## src/lcs_pkg.sv

```systemverilog
// lcs_pkg: command codes, register indices, field layouts, reset values
// assumes: shared by the command decoder and its parameter router
`default_nettype none
package lcs_pkg;

	// ----------------------------------------------------------------
	// command codes
	// ----------------------------------------------------------------
	localparam logic [7:0] CMD_SYSTEM_SETUP    = 8'h40;
	localparam logic [7:0] CMD_STANDBY         = 8'h53;
	localparam logic [7:0] CMD_DISPLAY_OFF     = 8'h58;
	localparam logic [7:0] CMD_DISPLAY_ON      = 8'h59;
	localparam logic [7:0] CMD_SCROLL          = 8'h44;
	localparam logic [7:0] CMD_CURSOR_SHAPE    = 8'h5d;
	localparam logic [5:0] CMD_CURSOR_DIR_TOP  = 6'h13;
	localparam logic [7:0] CMD_LAYER_OVERLAY   = 8'h5b;
	localparam logic [7:0] CMD_CHARGEN_ADDR    = 8'h5c;
	localparam logic [7:0] CMD_PIXEL_SCROLL    = 8'h5a;

	// ----------------------------------------------------------------
	// register indices and parameter counts
	// ----------------------------------------------------------------
	localparam logic [5:0] REG_SYS_BASE    = 6'h00;
	localparam logic [5:0] REG_DISP_ATTR   = 6'h0a;
	localparam logic [5:0] REG_SCROLL_BASE = 6'h0b;
	localparam logic [5:0] REG_CSR_BASE    = 6'h15;
	localparam logic [5:0] REG_CSR_DIR     = 6'h17;
	localparam logic [5:0] REG_OVERLAY     = 6'h18;
	localparam logic [5:0] REG_CG_BASE     = 6'h19;
	localparam logic [5:0] REG_PIX_SCROLL  = 6'h1b;
	localparam int         NUM_REGS        = 28;
	localparam logic [3:0] CNT_SYSTEM      = 4'h8;
	localparam logic [3:0] CNT_SCROLL      = 4'ha;
	localparam logic [3:0] CNT_TWO         = 4'h2;
	localparam logic [3:0] CNT_ONE         = 4'h1;
	localparam logic [3:0] CNT_NONE        = 4'h0;

	// ----------------------------------------------------------------
	// write masks: bits shown as zero read back as zero
	// ----------------------------------------------------------------
	localparam logic [7:0] MASK_REG00   = 8'h2d;
	localparam logic [7:0] MASK_REG01   = 8'h8f;
	localparam logic [7:0] MASK_LOW4    = 8'h0f;
	localparam logic [7:0] MASK_CSRH    = 8'h8f;
	localparam logic [7:0] MASK_DIR     = 8'h03;
	localparam logic [7:0] MASK_OVERLAY = 8'h1f;
	localparam logic [7:0] MASK_PIXEL   = 8'h07;
	localparam logic [7:0] MASK_FULL    = 8'hff;
	localparam logic [7:0] REG_RESET    = 8'h00;

	// ----------------------------------------------------------------
	// carriers
	// ----------------------------------------------------------------
	typedef struct packed {
		logic       wr;
		logic       addr_cmd;
		logic [7:0] data;
	} lcs_host_wr_t;

	typedef struct packed {
		logic       en;
		logic [5:0] idx;
		logic [7:0] data;
	} lcs_reg_wr_t;

endpackage
`default_nettype wire

```

## src/lcs_param_map.sv

```systemverilog
// lcs_param_map: turns (active command, parameter number) into a
// register index and a write mask; purely combinational
// assumes: command code held by the decoder, count starting at zero
`default_nettype none
module lcs_param_map
	import lcs_pkg::*;
(
	input  wire logic [7:0] cmd_in,
	input  wire logic [3:0] count_in,
	output logic            valid_out,
	output logic [5:0]      idx_out,
	output logic [7:0]      mask_out
);
	import lcs_pkg::*;

	always_comb begin
		valid_out = 1'b0;
		idx_out   = REG_SYS_BASE;
		mask_out  = MASK_FULL;
		unique case (cmd_in)
			CMD_SYSTEM_SETUP: begin
				valid_out = count_in < CNT_SYSTEM;
				idx_out   = REG_SYS_BASE + {2'b00, count_in};
				if (count_in == 4'h0)
					mask_out = MASK_REG00;
				else if (count_in == 4'h1)
					mask_out = MASK_REG01;
				else if (count_in == 4'h2)
					mask_out = MASK_LOW4;
			end
			CMD_DISPLAY_OFF, CMD_DISPLAY_ON: begin
				valid_out = count_in < CNT_ONE;
				idx_out   = REG_DISP_ATTR;
			end
			CMD_SCROLL: begin
				valid_out = count_in < CNT_SCROLL;
				idx_out   = REG_SCROLL_BASE + {2'b00, count_in};
			end
			CMD_CURSOR_SHAPE: begin
				valid_out = count_in < CNT_TWO;
				idx_out   = REG_CSR_BASE + {2'b00, count_in};
				mask_out  = (count_in == 4'h0) ? MASK_LOW4 : MASK_CSRH;
			end
			CMD_LAYER_OVERLAY: begin
				valid_out = count_in < CNT_ONE;
				idx_out   = REG_OVERLAY;
				mask_out  = MASK_OVERLAY;
			end
			CMD_CHARGEN_ADDR: begin
				valid_out = count_in < CNT_TWO;
				idx_out   = REG_CG_BASE + {2'b00, count_in};
			end
			CMD_PIXEL_SCROLL: begin
				valid_out = count_in < CNT_ONE;
				idx_out   = REG_PIX_SCROLL;
				mask_out  = MASK_PIXEL;
			end
			default: begin
				valid_out = 1'b0;
			end
		endcase
	end

endmodule
`default_nettype wire

```

## src/lcs_cmd_decoder.sv

```systemverilog
// lcs_cmd_decoder: system and display control command decoder
// assumes: host strobes already synchronised to CORE_CLK_IN, one-cycle
// write pulses; the register image is exposed as flat ports
`default_nettype none

// Notes on behaviour
// RL1 - setup command leaves standby, whatever put the device there
// RL2 - setup takes eight parameters; normal operation after the eighth
// RL3 - first setup parameter keeps bits 5,3,2,0 in register 00h
// RL4 - second setup parameter keeps bit 7 and bits 3-0 in register 01h
// RL5 - standby command is one byte with no parameters
// RL6 - display off takes one byte, stored whole in register 0Ah
// RL7 - scroll takes up to ten parameters into registers 0Bh to 14h
// RL8 - host sends ninth and tenth scroll parameters only for dual panel
// RL9 - cursor shape: width low nibble, then mode bit 7 and height
// RL10 - cursor direction has no parameters; low two bits to 17h
// RL11 - overlay parameter into 18h: layer select, modes, composition
// RL12 - chargen address command: low byte then high byte
// RL13 - pixel scroll keeps only the three low bits
// RL14 - address high write is a command, low is a parameter
// RL15 - display off 58h and on 59h, each with one attribute byte
// RL16 - parameters counted per command; new command restarts the count
// RL17 - bits shown as zero store silently and read back zero
module lcs_cmd_decoder
	import lcs_pkg::*;
(
	input  wire logic                  CORE_CLK_IN,
	input  wire logic                  RST_IN,
	input  wire logic                  HOST_WR_IN,
	input  wire logic                  HOST_RD_IN,
	input  wire logic                  HOST_A0_IN,
	input  wire logic [7:0]            HOST_DATA_IN,
	input  wire logic [5:0]            READ_IDX_IN,
	output logic      [7:0]            READ_DATA_OUT,
	output logic                       STANDBY_OUT,
	output logic                       NORMAL_OP_OUT,
	output logic                       DISPLAY_ON_OUT,
	output logic      [8*28-1:0]       REGS_OUT
);
	import lcs_pkg::*;

	// ----------------------------------------------------------------
	// state
	// ----------------------------------------------------------------
	typedef struct packed {
		logic                     standby;
		logic                     normal_op;
		logic                     display_on;
		logic                     setup_seen;
		logic [7:0]               cmd;
		logic [3:0]               count;
		logic [7:0]               read_data;
		logic [NUM_REGS-1:0][7:0] regs;
	} lcs_state_t;

	lcs_state_t   st_reg;
	lcs_state_t   st_next;
	lcs_host_wr_t host_wr;
	lcs_reg_wr_t  reg_wr;
	logic         map_valid;
	logic [5:0]   map_idx;
	logic [7:0]   map_mask;
	logic         is_cmd;
	logic         is_param;
	logic         is_read;

	// ----------------------------------------------------------------
	// host strobe decode
	// ----------------------------------------------------------------
	// RL14 address line split
	assign host_wr = '{wr: HOST_WR_IN, addr_cmd: HOST_A0_IN,
		data: HOST_DATA_IN};
	assign is_cmd   = host_wr.wr && host_wr.addr_cmd;
	assign is_param = host_wr.wr && !host_wr.addr_cmd;
	// read with address high returns the selected register
	assign is_read  = HOST_RD_IN && HOST_A0_IN;

	// ----------------------------------------------------------------
	// parameter routing
	// ----------------------------------------------------------------
	// RL16 route by count
	lcs_param_map u_map (
		.cmd_in   (st_reg.cmd),
		.count_in (st_reg.count),
		.valid_out(map_valid),
		.idx_out  (map_idx),
		.mask_out (map_mask)
	);

	// RL17 zero bits masked
	assign reg_wr = '{en: is_param && map_valid, idx: map_idx,
		data: host_wr.data & map_mask};

	// ----------------------------------------------------------------
	// next state
	// ----------------------------------------------------------------
	always_comb begin
		st_next = st_reg;
		if (is_cmd) begin
			// RL16 new command restarts
			st_next.cmd   = host_wr.data;
			st_next.count = 4'h0;
			unique case (host_wr.data)
				// RL1 leave standby
				CMD_SYSTEM_SETUP: begin
					st_next.standby    = 1'b0;
					st_next.setup_seen = 1'b1;
					st_next.normal_op  = 1'b0;
				end
				// RL5 standby, no parameters
				CMD_STANDBY: begin
					st_next.standby   = 1'b1;
					st_next.normal_op = 1'b0;
				end
				// RL15 off and on codes
				CMD_DISPLAY_OFF:
					st_next.display_on = 1'b0;
				CMD_DISPLAY_ON:
					st_next.display_on = 1'b1;
				default: begin
					// RL10 direction bits direct
					if (host_wr.data[7:2] == CMD_CURSOR_DIR_TOP)
						st_next.regs[REG_CSR_DIR] =
							host_wr.data & MASK_DIR;
				end
			endcase
		end else if (is_param) begin
			// saturating so a long burst never wraps onto a register
			if (st_reg.count != 4'hf)
				st_next.count = st_reg.count + 4'h1;
			// RL3 RL4 RL6 RL7 RL9 RL11 RL12 RL13 store
			if (reg_wr.en)
				st_next.regs[reg_wr.idx] = reg_wr.data;
			// RL2 normal after eighth
			if (st_reg.cmd == CMD_SYSTEM_SETUP && st_reg.setup_seen &&
			    st_reg.count == CNT_SYSTEM - 4'h1) begin
				st_next.normal_op  = 1'b1;
				st_next.setup_seen = 1'b0;
			end
		end
		// register read lands one cycle later
		if (is_read)
			st_next.read_data = (READ_IDX_IN < 6'(NUM_REGS)) ?
				st_reg.regs[READ_IDX_IN[4:0]] : REG_RESET;
	end

	// ----------------------------------------------------------------
	// registers
	// ----------------------------------------------------------------
	// power-up lands in standby until the first setup command
	always_ff @(posedge CORE_CLK_IN or posedge RST_IN) begin
		if (RST_IN) begin
			st_reg            <= '0;
			st_reg.standby    <= 1'b1;
			st_reg.cmd        <= CMD_STANDBY;
		end else begin
			st_reg <= st_next;
		end
	end

	// ----------------------------------------------------------------
	// outputs
	// ----------------------------------------------------------------
	assign READ_DATA_OUT  = st_reg.read_data;
	assign STANDBY_OUT    = st_reg.standby;
	assign NORMAL_OP_OUT  = st_reg.normal_op;
	assign DISPLAY_ON_OUT = st_reg.display_on;
	assign REGS_OUT       = st_reg.regs;

endmodule
`default_nettype wire

```

## config.mk

```make
export PLATFORM = sky130hd
export DESIGN_NAME = lcs_cmd_decoder
export DESIGN_NICKNAME = d
export VERILOG_FILES = /design/src/lcs_pkg.sv /design/src/lcs_param_map.sv /design/src/lcs_cmd_decoder.sv
export SDC_FILE = /design/constraint.sdc
export NUM_CORES = 1
export LEC_CHECK = 0
export ABC_CLOCK_PERIOD_IN_PS = 8600
export BUFFER_PORTS_ARGS = -buffer_cell sky130_fd_sc_hd__buf_2
export CAP_MARGIN = 20
export CORE_MARGIN = 4
export CORE_UTILIZATION = 50
export DETAILED_ROUTE_END_ITERATION = 6
export PLACE_DENSITY = 0.82
export SLEW_MARGIN = 20
export SYNTH_ARGS = -nofsm -noshare
export SYNTH_HDL_FRONTEND = slang
export SYNTH_SLANG_ARGS = --single-unit
```

## constraint.sdc

```tcl
create_clock -name CORE_CLK_IN -period 8.6 [get_ports CORE_CLK_IN]
set_input_delay 0.43 -clock CORE_CLK_IN [delete_from_list [all_inputs] [get_ports CORE_CLK_IN]]
set_output_delay 0.43 -clock CORE_CLK_IN [all_outputs]
set_load 0.01 [all_outputs]
```

==> results list <==
- The total overflow left after global routing is 0.
- Setup repair after global routing left no endpoint under its margin.
- After routing, the total negative slack on setup checks comes to 0 ps.
- Summed over all nets, the half-perimeter wirelength after detailed placement is around 26000 um.
* Clk buf depth: 3
- Final Setup Violations: 0
- Measured along the y axis, the die boundary spans 174.1 um.
- Remaining max-slew budget at the tightest pin: 27.85%
* Cells along the critical path: or3b_4 -> or3_1 -> nand2b_1 -> ha_1 -> a31o_2 -> a21oi_1 -> o221ai_1 -> nor3_1 -> nand2_1 -> mux2_2
- Worst clock skew: 30.77 ps
* Seq cells post-synth: between 200 and 250
* Clock tree from TritonCTS: built
- Clock root buffer: sky130_fd_sc_hd__clkbuf_16
* Antenna Violating Nets Remaining: 0
- Synth-to-Final Area Change: 4.936%
* Cell area after layout: ~14000 um^2
* Num CTS Buffers: 27
- Average wire length per cell after detail routing: 25.75 um
- Reg-to-Reg End: REGS_OUT[106]
* Post-detailed-placement cell area: 13580 um^2
* Maximum VDD drop: 155.0 uV
- Result of the run: finished clean
* Final clock period utilization by the worst path: 55.30%
- Vias per Instance: between 6 and 7
- Number of flops mapped to enable cells by yosys: 0
* Maximum fanout along the worst path: 8
- In this run the number of H-tree levels came out at 1.
- Global router's overall resource usage: 23.94%
- Number of max-slew violations in the final report: 0
* Core Area: around 27000 um^2
- Buffers inserted by post-CTS timing repair: 0
- Residual DRC count: 0
* First-pass GRT wire length: 56760 um
- Counting every net in the synthesized netlist gives approximately 1100.
- During synthesis, Yosys emitted a total of 0 warnings.
- In the synthesized netlist the async set-or-reset flop fraction comes to 100.0%.
- Fraction of synthesized cell area taken by the top area cell type: between 40 and 50%
* Leakage power: 0.007568 uW
- Max reg flops: 224
- Number of instances in the synthesized netlist: 1084
- For the worst setup path, the data required time is 9030 ps.
* Fraction of final layout cells with drive strength greater than 1: 55.00%
- Layout net count: 1106
- Cell area after synthesis: 13790 um^2
- FP Rows: 60
* Path depth of the worst reg2reg path: 10
- In this design, the stage delay of the slowest critical-path cell is 920 ps.
- In the post-synthesis netlist, the biggest area contributors are sky130_fd_sc_hd__dfrtp_1 44%, sky130_fd_sc_hd__mux2_2 17%, sky130_fd_sc_hd__buf_4 13%.
* Register-to-Register Setup Slack: between 3000 and 4000 ps
- Num ports: 254
- Endpoint kind of the worst setup timing path: flop
- The most used flip-flop cell after synthesis is sky130_fd_sc_hd__dfrtp_1.
* Nature of the critical path startpoint: flop
- A synthesized cell averages 12.72 um^2.
- The routed design has 37110 um of wire.
- Clock-pin slew of the registers on the worst-case setup and hold paths: ~60 ps
- Antenna violations before repair: 1
- Initial DRT Pass Iterations: 5
- Worst-Skew Late Latency: roughly 550 ps
* Post-layout minimum cycle time: 4756 ps
- The number of antenna diodes in the final layout is 0.
* Die Footprint: 30300 um^2
* Maximum number of pins on one net before global-route repair: roughly 110
- Across all layers, the routed design uses 8689 vias.
- After the first detailed-routing iteration, the DRC count stood at 710.
* Number of unique standard cell types used by synthesis: 63
- Placer congestion estimate: 0.9122
- Total of buffers placed on input and output ports: 253
* Area leader, netlist: sky130_fd_sc_hd__dfrtp_1
- The tool flagged a number of max-cap violations equal to 0.
- Min-delay worst type: in2async
* Total number of clock tree sinks: 248
- Worst setup path class: reg2reg
* Via count of the first global-routing pass: 9069
- Number of hold violations in the final report: 0
* Power density relative to cell area: ~180 nW/um^2
* Top achievable clock speed: 210.3 MHz
- Actual transition at the worst max-transition pin: 1074 ps
- Hold-fix buffers at CTS: 0
- The number of gates resized after CTS was 0.
* Die width: 174.1 um
- Critical path's slowest cell: sky130_fd_sc_hd__nor3_1
- Initial Utilization: approximately half
- In this run the critical register-to-register path is launched from st_reg[242].
* Portion of the post-synthesis area used by sequential elements: between 40% and 50%
- WP data arrival: 5180 ps
## worst max-delay path by stage
stage / depth (start not counted) / to / from / slack, ps
final: 10 / REGS_OUT[106] / st_reg[242] / 3840
after global routing: 10 / REGS_OUT[110] / st_reg[242] / 3690
after CTS: 10 / REGS_OUT[106] / st_reg[242] / 3940
after detailed placement: 10 / REGS_OUT[106] / st_reg[242] / 3950
after global placement: 10 / REGS_OUT[88] / st_reg[242] / 4100
after floorplan: 1 / DISPLAY_ON_OUT / RST_IN / 1360
## synth_stat cells (4+ instances only)
library cell	instances
sky130_fd_sc_hd__o21ai_0	24
sky130_fd_sc_hd__mux2_4	8
sky130_fd_sc_hd__and2_1	9
sky130_fd_sc_hd__dfstp_2	5
sky130_fd_sc_hd__buf_1	6
sky130_fd_sc_hd__nor2_1	11
sky130_fd_sc_hd__a221o_1	8
sky130_fd_sc_hd__nor4_1	5
sky130_fd_sc_hd__nor3b_1	10
sky130_fd_sc_hd__o31ai_1	4
sky130_fd_sc_hd__dfrtp_1	243
sky130_fd_sc_hd__nand2_1	32
sky130_fd_sc_hd__or4_1	6
sky130_fd_sc_hd__or2_2	4
sky130_fd_sc_hd__inv_1	17
sky130_fd_sc_hd__nand3_1	6
sky130_fd_sc_hd__ha_1	6
sky130_fd_sc_hd__a21oi_1	12
sky130_fd_sc_hd__mux4_2	64
sky130_fd_sc_hd__or3_1	4
sky130_fd_sc_hd__clkbuf_1	47
sky130_fd_sc_hd__o22ai_1	12
sky130_fd_sc_hd__nand2b_1	12
sky130_fd_sc_hd__buf_4	232
sky130_fd_sc_hd__buf_2	10
sky130_fd_sc_hd__nor3_1	7
sky130_fd_sc_hd__nor2b_1	7
sky130_fd_sc_hd__mux2i_1	10
sky130_fd_sc_hd__mux2_2	209
## cell type report
cell class / instances / area (um^2)
Clock buffer: 42 / 792.0
Sequential cell: 248 / 6212
Clock inverter: 6 / 77.57
Timing Repair Buffer: 264 / 1359
Multi-Input combinational cell: 523 / 5533
Fill cell: 2246 / 12550
Inverter: 17 / 71.32
Tap cell: 341 / 426.7
## placed cells by master, fill, tap and decap left out, types with 8 or more instances in the layout
master / count
sky130_fd_sc_hd__clkbuf_16: 27
sky130_fd_sc_hd__and2_1: 9
sky130_fd_sc_hd__inv_1: 16
sky130_fd_sc_hd__nand2b_1: 12
sky130_fd_sc_hd__mux2_4: 8
sky130_fd_sc_hd__clkbuf_1: 9
sky130_fd_sc_hd__o21ai_0: 24
sky130_fd_sc_hd__mux4_2: 64
sky130_fd_sc_hd__nor2_1: 11
sky130_fd_sc_hd__a21oi_1: 12
sky130_fd_sc_hd__o22ai_1: 12
sky130_fd_sc_hd__nor3b_1: 10
sky130_fd_sc_hd__dfrtp_1: 243
sky130_fd_sc_hd__mux2i_1: 10
sky130_fd_sc_hd__buf_2: 252
sky130_fd_sc_hd__a221o_1: 8
sky130_fd_sc_hd__buf_4: 11
sky130_fd_sc_hd__mux2_2: 209
sky130_fd_sc_hd__nand2_1: 32
## kinds of logic after synthesis
family | share of synthesized area, %
buf+inv | 14.98
mux | 29.28
flops | 45.05
simple gates | 5.298
compound gates | 4.664
fa+ha+maj | 0.5444
xor+xnor | 0.1906
## where the power goes
part           switching, uW  internal [uW]  total (uW)
Clock                    477            663        1140
Combinational            135           84.4         220
Sequential              31.2           1190        1220
## critical path: cells and delay by family (launching register included)
kind | cells | cell delay (ps)
muxes | 1 | 430
adders and majority gates | 1 | 320
DFF | 1 | 530
AOI/OAI and AO/OA | 3 | 740
and+or+nand+nor | 5 | 2600
## through the flow
step	hold WS [ps]	util [%]	cells	power, uW	worst slack [ps]
2_1_floorplan	464.3	-	1084	1409	1363
3_3_place_gp	462.8	50.25	1392	1460	4098
3_5_place_dp	486.7	50.25	1392	1464	3953
4_1_cts	61.94	53.47	1440	2599	3937
5_1_grt	97.53	53.55	1441	2680	3689
6_report	21.65	53.55	1441	2585	3844
## per-layer routing
metal | vias up | global-route usage (%) | share of wire, %
met5 | - | 0 | 0
met4 | 0 | 6.631 | 2.9
met3 | 66 | 5.589 | 8.0
met2 | 418 | 38.60 | 47
met1 | 4519 | 32.86 | 42
li1 | 3686 | - | -
Power figures use the tool's default switching activity.
